## src/rx_packer_defs.vh

```
// Constants for the receive fabric word packer
`ifndef RX_PACKER_DEFS_VH
`define RX_PACKER_DEFS_VH

// Fabric width modes
`define WMODE_8          2'h0
`define WMODE_10         2'h1
`define WMODE_16         2'h2
`define WMODE_20         2'h3

// Lane field width and bit positions inside one 16-bit lane field
`define LANE_W           16
`define FLD_BYTE_HI      7
`define FLD_CODE_HI      9
`define FLD_CTRL         8
`define FLD_ERR          9
`define FLD_SYNC         10
`define FLD_DISPERR      11
`define FLD_PATDET       12
`define FLD_RM_DEL       13
`define FLD_RM_INS       14
`define FLD_RDISP        15

// Register offsets (byte addresses)
`define REG_CTRL         5'h00
`define REG_STATUS       5'h04
`define REG_LAST         5'h08
`define REG_DEL_CNT      5'h0C
`define REG_INS_CNT      5'h10

// Control register fields
`define CTRL_EN          0
`define CTRL_WMODE_LO    1
`define CTRL_WMODE_HI    2
`define CTRL_PIPE        3

// Status register fields
`define STAT_VALID       0
`define STAT_WMODE_LO    1
`define STAT_PIPE        3
`define STAT_SYNC0       4
`define STAT_SYNC1       5

// Reset values
`define CTRL_RST         4'h1
`define WORD_RST         32'h00000000

`endif

```

## src/rx_fabric_word_packer.v

```verilog
// Receive fabric word packer: places lane data and status into a 32-bit word
`timescale 1ns/1ps
`include "rx_packer_defs.vh"

module rx_fabric_word_packer #(
    parameter CNT_W = 16
) (
    // Clock and reset
    input  wire          mclk,
    input  wire          rstn,
    // Lane 0 from the channel
    input  wire [9:0]    l0_code,
    input  wire          l0_ctrl,
    input  wire          l0_err,
    input  wire          l0_sync,
    input  wire          l0_disperr,
    input  wire          l0_patdet,
    input  wire          l0_rm_del,
    input  wire          l0_rm_ins,
    input  wire [1:0]    l0_pipe_st,
    input  wire          l0_rdisp,
    // Lane 1 from the channel
    input  wire [9:0]    l1_code,
    input  wire          l1_ctrl,
    input  wire          l1_err,
    input  wire          l1_sync,
    input  wire          l1_disperr,
    input  wire          l1_patdet,
    input  wire          l1_rm_del,
    input  wire          l1_rm_ins,
    input  wire [1:0]    l1_pipe_st,
    input  wire          l1_rdisp,
    // Word strobe from the channel
    input  wire          in_valid,
    // Register port
    input  wire [4:0]    reg_addr,
    input  wire [31:0]   reg_wdata,
    input  wire          reg_wr,
    input  wire          reg_rd,
    output wire [31:0]   reg_rdata,
    // Fabric side
    output wire [31:0]   rx_word,
    output wire          rx_word_valid
);

    ////////////////////////////////////////////////////////////////////////
    // Declarations

    reg  [3:0]           ctrl_q;
    reg  [31:0]          word_q;
    reg  [31:0]          word_d;
    reg                  valid_q;
    reg  [31:0]          rdata_q;
    reg  [31:0]          rdata_d;
    reg                  sync0_q;
    reg                  sync1_q;

    wire                 enable;
    wire [1:0]           wmode;
    wire                 pipe;
    wire                 dbl;
    wire                 raw;
    wire [`LANE_W-1:0]   field0;
    wire [`LANE_W-1:0]   field1;
    wire [1:0]           del_inc;
    wire [1:0]           ins_inc;
    wire [CNT_W-1:0]     del_cnt;
    wire [CNT_W-1:0]     ins_cnt;
    wire                 del_clr;
    wire                 ins_clr;

    // Lane signals gathered so both lanes share one packer description
    wire [9:0]           code_v    [0:1];
    wire [1:0]           pst_v     [0:1];
    wire [1:0]           ctrl_v;
    wire [1:0]           err_v;
    wire [1:0]           sync_v;
    wire [1:0]           disp_v;
    wire [1:0]           pat_v;
    wire [1:0]           del_v;
    wire [1:0]           ins_v;
    wire [1:0]           rd_v;
    wire [`LANE_W-1:0]   field_v   [0:1];

    ////////////////////////////////////////////////////////////////////////
    // Functions
    // Mode decoding is shared by the lane packers, the word mux and the counters

    // True when the width mode carries two lanes in one word
    function is_double;
        input [1:0] m;
        begin
            is_double = (m == `WMODE_16) || (m == `WMODE_20);
        end
    endfunction

    // True when the width mode passes undecoded code groups
    function is_raw;
        input [1:0] m;
        begin
            is_raw = (m == `WMODE_10) || (m == `WMODE_20);
        end
    endfunction

    // Address decode used by the control write and the counter clears; the read path decodes with a case
    function hit;
        input [4:0] a;
        input [4:0] off;
        begin
            hit = (a == off);
        end
    endfunction

    ////////////////////////////////////////////////////////////////////////
    // Control decode

    // Mode bits are live: a change takes effect on the next word
    assign enable = ctrl_q[`CTRL_EN];
    assign wmode  = ctrl_q[`CTRL_WMODE_HI:`CTRL_WMODE_LO];
    assign pipe   = ctrl_q[`CTRL_PIPE];
    assign dbl    = is_double(wmode);
    assign raw    = is_raw(wmode);

    ////////////////////////////////////////////////////////////////////////
    // Lane packing

    assign code_v[0] = l0_code;
    assign code_v[1] = l1_code;
    assign pst_v[0]  = l0_pipe_st;
    assign pst_v[1]  = l1_pipe_st;
    assign ctrl_v    = {l1_ctrl, l0_ctrl};
    assign err_v     = {l1_err, l0_err};
    assign sync_v    = {l1_sync, l0_sync};
    assign disp_v    = {l1_disperr, l0_disperr};
    assign pat_v     = {l1_patdet, l0_patdet};
    assign del_v     = {l1_rm_del, l0_rm_del};
    assign ins_v     = {l1_rm_ins, l0_rm_ins};
    assign rd_v      = {l1_rdisp, l0_rdisp};

    // One packer per lane; lane 1 is only used in the doubled modes
    // Both packers always run and the word mux picks lane 1 only when doubled,
    // which keeps the lane logic identical and the selection in one place
    genvar gi;
    generate
        for (gi = 0; gi < 2; gi = gi + 1) begin : g_lane
            lane_field_pack u_pack (
                .code    (code_v[gi]),
                .raw     (raw),
                .pipe    (pipe),
                .ctrl    (ctrl_v[gi]),
                .err     (err_v[gi]),
                .sync    (sync_v[gi]),
                .disperr (disp_v[gi]),
                .patdet  (pat_v[gi]),
                .rm_del  (del_v[gi]),
                .rm_ins  (ins_v[gi]),
                .pipe_st (pst_v[gi]),
                .rdisp   (rd_v[gi]),
                .field   (field_v[gi])
            );
        end
    endgenerate

    assign field0 = field_v[0];
    assign field1 = field_v[1];

    ////////////////////////////////////////////////////////////////////////
    // Word assembly

    // Word layout per 16-bit lane field, lane 1 sitting 16 bits higher:
    //   coded modes: 7:0 byte, 8 control character, 9 code violation
    //   raw modes:   9:0 undecoded code group
    //   all modes:   10 sync, 11 disparity error, 12 pattern detect
    //   non-PIPE:    13 rate-match deletion, 14 rate-match insertion
    //   PIPE:        14:13 receive status
    //   all modes:   15 running disparity
    // Single-lane modes leave 31:16 at zero; doubled modes fill both fields.
    // The word is registered so the fabric sees a clean value for a whole
    // cycle; the cost is one cycle of latency against the lane inputs.

    // Upper half is forced to zero in single-lane modes so it never floats
    always @* begin
        word_d = word_q;
        if (in_valid && enable) begin
            if (dbl) begin
                word_d = {field1, field0};
            end else begin
                word_d = {16'h0000, field0};
            end
        end
    end

    // Word and its strobe come from flip-flops; the word holds between strobes
    always @(posedge mclk or negedge rstn) begin
        if (!rstn) begin
            word_q  <= `WORD_RST;
            valid_q <= 1'b0;
        end else begin
            word_q  <= word_d;
            valid_q <= in_valid && enable;
        end
    end

    assign rx_word       = word_q;
    assign rx_word_valid = valid_q;

    ////////////////////////////////////////////////////////////////////////
    // Sync status capture

    // Sync is a level; keep the last value seen with a word for software
    // Lane 1 sync is forced low by each word accepted in a single-lane mode; after a
    // change from a doubled mode the old lane 1 flag stands until such a word arrives
    always @(posedge mclk or negedge rstn) begin
        if (!rstn) begin
            sync0_q <= 1'b0;
            sync1_q <= 1'b0;
        end else if (in_valid && enable) begin
            sync0_q <= l0_sync;
            sync1_q <= dbl ? l1_sync : 1'b0;
        end
    end

    ////////////////////////////////////////////////////////////////////////
    // Rate-match event counters

    // In PIPE mode these bits carry status, so nothing is counted
    // Lane 1 events count only in the doubled modes, where that lane is live;
    // in single-lane modes its inputs may carry anything
    assign del_inc = (in_valid && enable && !pipe) ?
                     ({1'b0, l0_rm_del} + {1'b0, dbl & l1_rm_del}) : 2'h0;
    assign ins_inc = (in_valid && enable && !pipe) ?
                     ({1'b0, l0_rm_ins} + {1'b0, dbl & l1_rm_ins}) : 2'h0;

    // Any write to a counter clears it; events in that cycle still count
    assign del_clr = reg_wr && hit(reg_addr, `REG_DEL_CNT);
    assign ins_clr = reg_wr && hit(reg_addr, `REG_INS_CNT);

    event_counter #(
        .CNT_W (CNT_W)
    ) u_del_cnt (
        .mclk  (mclk),
        .rstn  (rstn),
        .inc   (del_inc),
        .clr   (del_clr),
        .count (del_cnt)
    );

    event_counter #(
        .CNT_W (CNT_W)
    ) u_ins_cnt (
        .mclk  (mclk),
        .rstn  (rstn),
        .inc   (ins_inc),
        .clr   (ins_clr),
        .count (ins_cnt)
    );

    ////////////////////////////////////////////////////////////////////////
    // Register writes

    // Register map:
    //   0x00 control: enable, width mode, PIPE select (read and write)
    //   0x04 status: last valid, mode, PIPE, per-lane sync (read only)
    //   0x08 last packed word (read only)
    //   0x0C deletion count, 0x10 insertion count (any write clears)
    // A mode write acts on the next accepted word; a word already presented
    // keeps the layout it was packed with

    // Only the control register takes write data; counter writes only clear the counter
    always @(posedge mclk or negedge rstn) begin
        if (!rstn) begin
            ctrl_q <= `CTRL_RST;
        end else if (reg_wr && hit(reg_addr, `REG_CTRL)) begin
            ctrl_q <= reg_wdata[3:0];
        end
    end

    ////////////////////////////////////////////////////////////////////////
    // Register reads

    // Unmapped addresses and reserved bits read as zero
    always @* begin
        rdata_d = 32'h00000000;
        if (reg_rd) begin
            case (reg_addr)
                `REG_CTRL: begin
                    rdata_d[3:0] = ctrl_q;
                end
                `REG_STATUS: begin
                    rdata_d[`STAT_VALID]                  = valid_q;
                    rdata_d[`STAT_WMODE_LO+1:`STAT_WMODE_LO] = wmode;
                    rdata_d[`STAT_PIPE]                   = pipe;
                    rdata_d[`STAT_SYNC0]                  = sync0_q;
                    rdata_d[`STAT_SYNC1]                  = sync1_q;
                end
                `REG_LAST: begin
                    rdata_d = word_q;
                end
                `REG_DEL_CNT: begin
                    rdata_d[CNT_W-1:0] = del_cnt;
                end
                `REG_INS_CNT: begin
                    rdata_d[CNT_W-1:0] = ins_cnt;
                end
                default: begin
                    rdata_d = 32'h00000000;
                end
            endcase
        end
    end

    // Read data stand only in the cycle after the strobe, zero otherwise
    // The zero default lets several such ports be ORed onto one read bus
    // without a separate select in the fabric
    always @(posedge mclk or negedge rstn) begin
        if (!rstn) begin
            rdata_q <= 32'h00000000;
        end else begin
            rdata_q <= rdata_d;
        end
    end

    assign reg_rdata = rdata_q;

endmodule // rx_fabric_word_packer

```

## src/lane_field_pack.v

```verilog
// One lane's 16-bit field of the receive word: data plus status flags
`timescale 1ns/1ps
`include "rx_packer_defs.vh"

module lane_field_pack (
    // Lane data and mode
    input  wire [9:0]            code,
    input  wire                  raw,
    input  wire                  pipe,
    // Lane status flags
    input  wire                  ctrl,
    input  wire                  err,
    input  wire                  sync,
    input  wire                  disperr,
    input  wire                  patdet,
    input  wire                  rm_del,
    input  wire                  rm_ins,
    input  wire [1:0]            pipe_st,
    input  wire                  rdisp,
    // Packed field
    output reg  [`LANE_W-1:0]    field
);

    // Raw mode overlays the code group on the control and error bits
    always @* begin
        field = {`LANE_W{1'b0}};
        if (raw) begin
            field[`FLD_CODE_HI:0] = code;
        end else begin
            field[`FLD_BYTE_HI:0] = code[`FLD_BYTE_HI:0];
            field[`FLD_CTRL]      = ctrl;
            field[`FLD_ERR]       = err;
        end
        field[`FLD_SYNC]    = sync;
        field[`FLD_DISPERR] = disperr;
        field[`FLD_PATDET]  = patdet;
        // Status pair is shared: rate-match flags or PIPE status
        if (pipe) begin
            field[`FLD_RM_INS:`FLD_RM_DEL] = pipe_st;
        end else begin
            field[`FLD_RM_DEL] = rm_del;
            field[`FLD_RM_INS] = rm_ins;
        end
        field[`FLD_RDISP] = rdisp;
    end

endmodule // lane_field_pack

```

## src/event_counter.v

```verilog
// Saturating event counter with clear; a count in the clear cycle survives
`timescale 1ns/1ps

module event_counter #(
    parameter CNT_W = 16
) (
    // Clock and reset
    input  wire              mclk,
    input  wire              rstn,
    // Events and clear
    input  wire [1:0]        inc,
    input  wire              clr,
    // Count
    output wire [CNT_W-1:0]  count
);

    reg  [CNT_W-1:0] cnt_q;
    reg  [CNT_W-1:0] cnt_d;
    wire [CNT_W:0]   sum;

    // Clear drops the old count but keeps this cycle's events
    assign sum = {1'b0, (clr ? {CNT_W{1'b0}} : cnt_q)} + {{(CNT_W-1){1'b0}}, inc};

    // Saturate instead of wrapping so software never sees a small false count
    always @* begin
        cnt_d = sum[CNT_W] ? {CNT_W{1'b1}} : sum[CNT_W-1:0];
    end

    always @(posedge mclk or negedge rstn) begin
        if (!rstn) begin
            cnt_q <= {CNT_W{1'b0}};
        end else begin
            cnt_q <= cnt_d;
        end
    end

    assign count = cnt_q;

endmodule // event_counter

```

## config.mk

```make
export PLATFORM = sky130hd
export DESIGN_NAME = rx_fabric_word_packer
export DESIGN_NICKNAME = d
export VERILOG_FILES = /design/src/rx_fabric_word_packer.v /design/src/lane_field_pack.v /design/src/event_counter.v
export VERILOG_INCLUDE_DIRS = /design/src
export SDC_FILE = /design/constraint.sdc
export NUM_CORES = 1
export LEC_CHECK = 0
export BUFFER_PORTS_ARGS = -buffer_cell sky130_fd_sc_hd__buf_2
export CAP_MARGIN = 25
export CORE_UTILIZATION = 55
export CTS_CLUSTER_DIAMETER = 60
export DETAILED_ROUTE_END_ITERATION = 10
export GPL_ROUTABILITY_DRIVEN = 0
export PLACE_DENSITY = 0.85
export SYNTH_ARGS = -nofsm -noshare
export SYNTH_HDL_FRONTEND = slang
export SYNTH_SLANG_ARGS = --single-unit
```

## constraint.sdc

```tcl
create_clock -name mclk -period 6.2 [get_ports mclk]
set_clock_uncertainty 0.1 [all_clocks]
set_input_delay 0.31 -clock mclk [delete_from_list [all_inputs] [get_ports mclk]]
set_output_delay 0.31 -clock mclk [all_outputs]
set_load 0.02 [all_outputs]
```

==> metrics.txt <==
fin crit period=3.19 ns; RSZ-0062 raised after global routing=no; Reg power frac=0.506; P per Cell Area=295 nW/µm²; met1 WL=4.63 mm; Hold Slack=0.0630 ns; MaxCap Viol Count=0; Crit Path Max Fanout=37; io pins=147; DR WL/cell=16.9 µm; Seq/Total Area, Yosys=0.524; Skew-Pair Late Insertion Delay=0.38 ns; Top FF cell, synth=dfrtp_1; P_sw=0.568 mW; fmax=313 MHz; Initial Util=0.578; WHS Endpoint=rx_word[15]; worst min path class=input port to register; max-slew headroom at the worst pin=0.431; Rows=33; Die Y=95.7 µm; CP Class=register to register; Leak Pwr=2.88 nW; clock share of power=0.260; area of placed instances=5420 µm²; global-route wire length before repair=17.8 mm; DR vias=3,688; combinational share of power=0.233; CTS tree=built; crit path launch type=register; Max Slew Vio Count=0; Yosys reg bits=101; setup slack, reg-to-reg=3.01 ns; status=complete, no violations; share of layout cells above drive strength 1=0.332; FF-to-FF End=u_del_cnt.count[3]; total CTS buffers=9; # fillers=645; highest metal used=met4; YS warnings=0; CORE AREA=8340 µm²; top cells by count, synth=100 x dfrtp_1, 70 x nand2_1, 34 x and2_1, 34 x o21ai_0, 23 x mux2i_1; Worst-path clk slew=0.10 ns; initial DRC count=198; Setup WS pre-CTS=2.50 ns; Post-synth EDFFs=0; # setup viols final=0; antenna-violating nets left=0; DR vias/cell=5.55; CTS Root Cell=clkbuf_8; cell area after layout=5670 µm²; asr flop ratio synth=1.00; final cell count without fillers=664; DR WL met3=564 µm; Remaining DRCs=0; final worst path period share=0.515; synth unique cells=51; Final Hold Fails=0; antenna violations before repair=0; Hold Startpoint=l0_rdisp; CP endpoint kind=register; top cells by area, synth=dfrtp_1 52%, nand2_1 5.4%, mux2i_1 4.8%, and2_1 4.4%, mux2_2 4.2%; r2r worst-path depth=11; hold depth=2; H-tree Lvls=3; final net count=643; Synth area leader=dfrtp_1; Routed WL=11.2 mm; Die Wd=95.7 µm; Yosys top cell area share=0.519; vias in the first global route=3,592; Int Pwr=1.10 mW; PortBufs=118; area grow syn2layout=17.4%; Post-Syn Nets=535; post-synthesis cell count=445; clock sinks=101; FF-to-FF Start=ctrl_q[0]; Crit path required time=6.38 ns; Die Footprint=9150 µm²; DR WL met2=5.67 mm; post-synthesis cell area=4820 µm²; count leader, synth=dfrtp_1; placed cell count=645; Clock Tree Buf Depth=2; Mean Syn Cell Area=10.8 µm²; DRT Pass-1 Iters=5; total grt overflow=0; DP HPWL=7.86 mm; Peak supply drop=0.220 mV; setup ws final=3.01 ns; sw frac=0.339; GR Util All Layers=0.260; largest net degree at the start of global routing=69; WP data arrival=3.37 ns; Slew @ Worst Pin=0.853 ns; TNS Setup=0 ns
how the worst max path moves through the flow:
stage                    from                  end  slack, ns
floorplan           ctrl_q[2]  u_del_cnt.count[14]       3.30
global placement    ctrl_q[0]   u_del_cnt.count[4]       2.52
detailed placement  ctrl_q[0]   u_del_cnt.count[3]       2.50
CTS                 ctrl_q[0]   u_del_cnt.count[3]       2.43
global route        ctrl_q[0]   u_del_cnt.count[3]       2.81
finish              ctrl_q[0]   u_del_cnt.count[3]       3.01
metal layers:
metal | up-vias | GRT usage
met5 | - | 0
met4 | 0 | 0.112
met3 | 31 | 0.0431
met2 | 113 | 0.416
met1 | 1824 | 0.350
li1 | 1720 | -
final cells by class:
class	count	area [µm²]	share of cell area
sequential	101	2530	0.446
multi-input combinational	312	2130	0.376
timing repair buffer	121	638	0.113
tap	105	131	0.0232
clock buffer	9	124	0.0219
clock inverter	7	81.3	0.0144
inverter	8	30.0	0.00530
antenna	1	2.50	0.000442
flip-flops by register name, summed over array words and instances (netlist names):
register,cells
reg_rdata,32
rx_word,32
u_del_cnt.count,16
u_ins_cnt.count,16
ctrl_q,4
rx_word_valid,1
kinds of logic after synthesis:
logic type                 after synthesis  share of synthesized area
and+or+nand+nor                        174                      0.201
DFF                                    101                      0.524
AOI/OAI and AO/OA                       66                     0.0851
muxes                                   41                     0.0897
buffers and inverters                   32                     0.0345
xor gates and xnor gates                23                     0.0418
adders and majority gates                8                     0.0239
power groups by stage:
stage / combinational, mW / sequential (mW) / clock (mW)
3_3_place_gp: 0.373 / 0.850 / 0
2_1_floorplan: 0.176 / 0.906 / 0
5_1_grt: 0.426 / 0.859 / 0.469
4_1_cts: 0.388 / 0.845 / 0.444
6_report: 0.390 / 0.846 / 0.435
3_5_place_dp: 0.385 / 0.856 / 0
critical path: stages, from the launching register on:
cell and delay (ns):
dfstp_2 0.55, nand2_1 0.13, buf_16 0.20, nor2_1 0.24, and2_1 0.17, ha_1 0.16
inv_1 0.06, fa_1 0.41, or3_1 0.54, nor2_8 0.18, nand3_4 0.21, o21ai_0 0.15
layout by cell type, fill, tap and decap left out, types with 3 or more instances in the layout:
cell type and count:
a21oi_1 5, a221oi_1 3, and2_1 34, and3_1 5
and4b_1 3, buf_2 117, clkbuf_8 9, dfrtp_1 100
ha_1 6, inv_1 8, mux2_2 18, mux2i_1 23
nand2_1 70, nand3_1 9, nand3_2 3, nor2_1 19
nor3_1 6, nor3_2 3, o21ai_0 34, o21ai_1 7
o21ai_2 9, xnor2_1 14, xor2_1 9
stage by stage:
stage / power, mW / utilization
2_1_floorplan: 1.08 / -
3_3_place_gp: 1.22 / 0.650
3_5_place_dp: 1.24 / 0.650
4_1_cts: 1.68 / 0.676
5_1_grt: 1.75 / 0.679
6_report: 1.67 / 0.679
timing repair:
action,4_1_cts,5_1_grt
hold buffers,1,0
hold endpoints to repair,33,0
buffers inserted,0,0
gates resized for setup,0,0
Note: power is estimated with default switching activity, not from simulation.
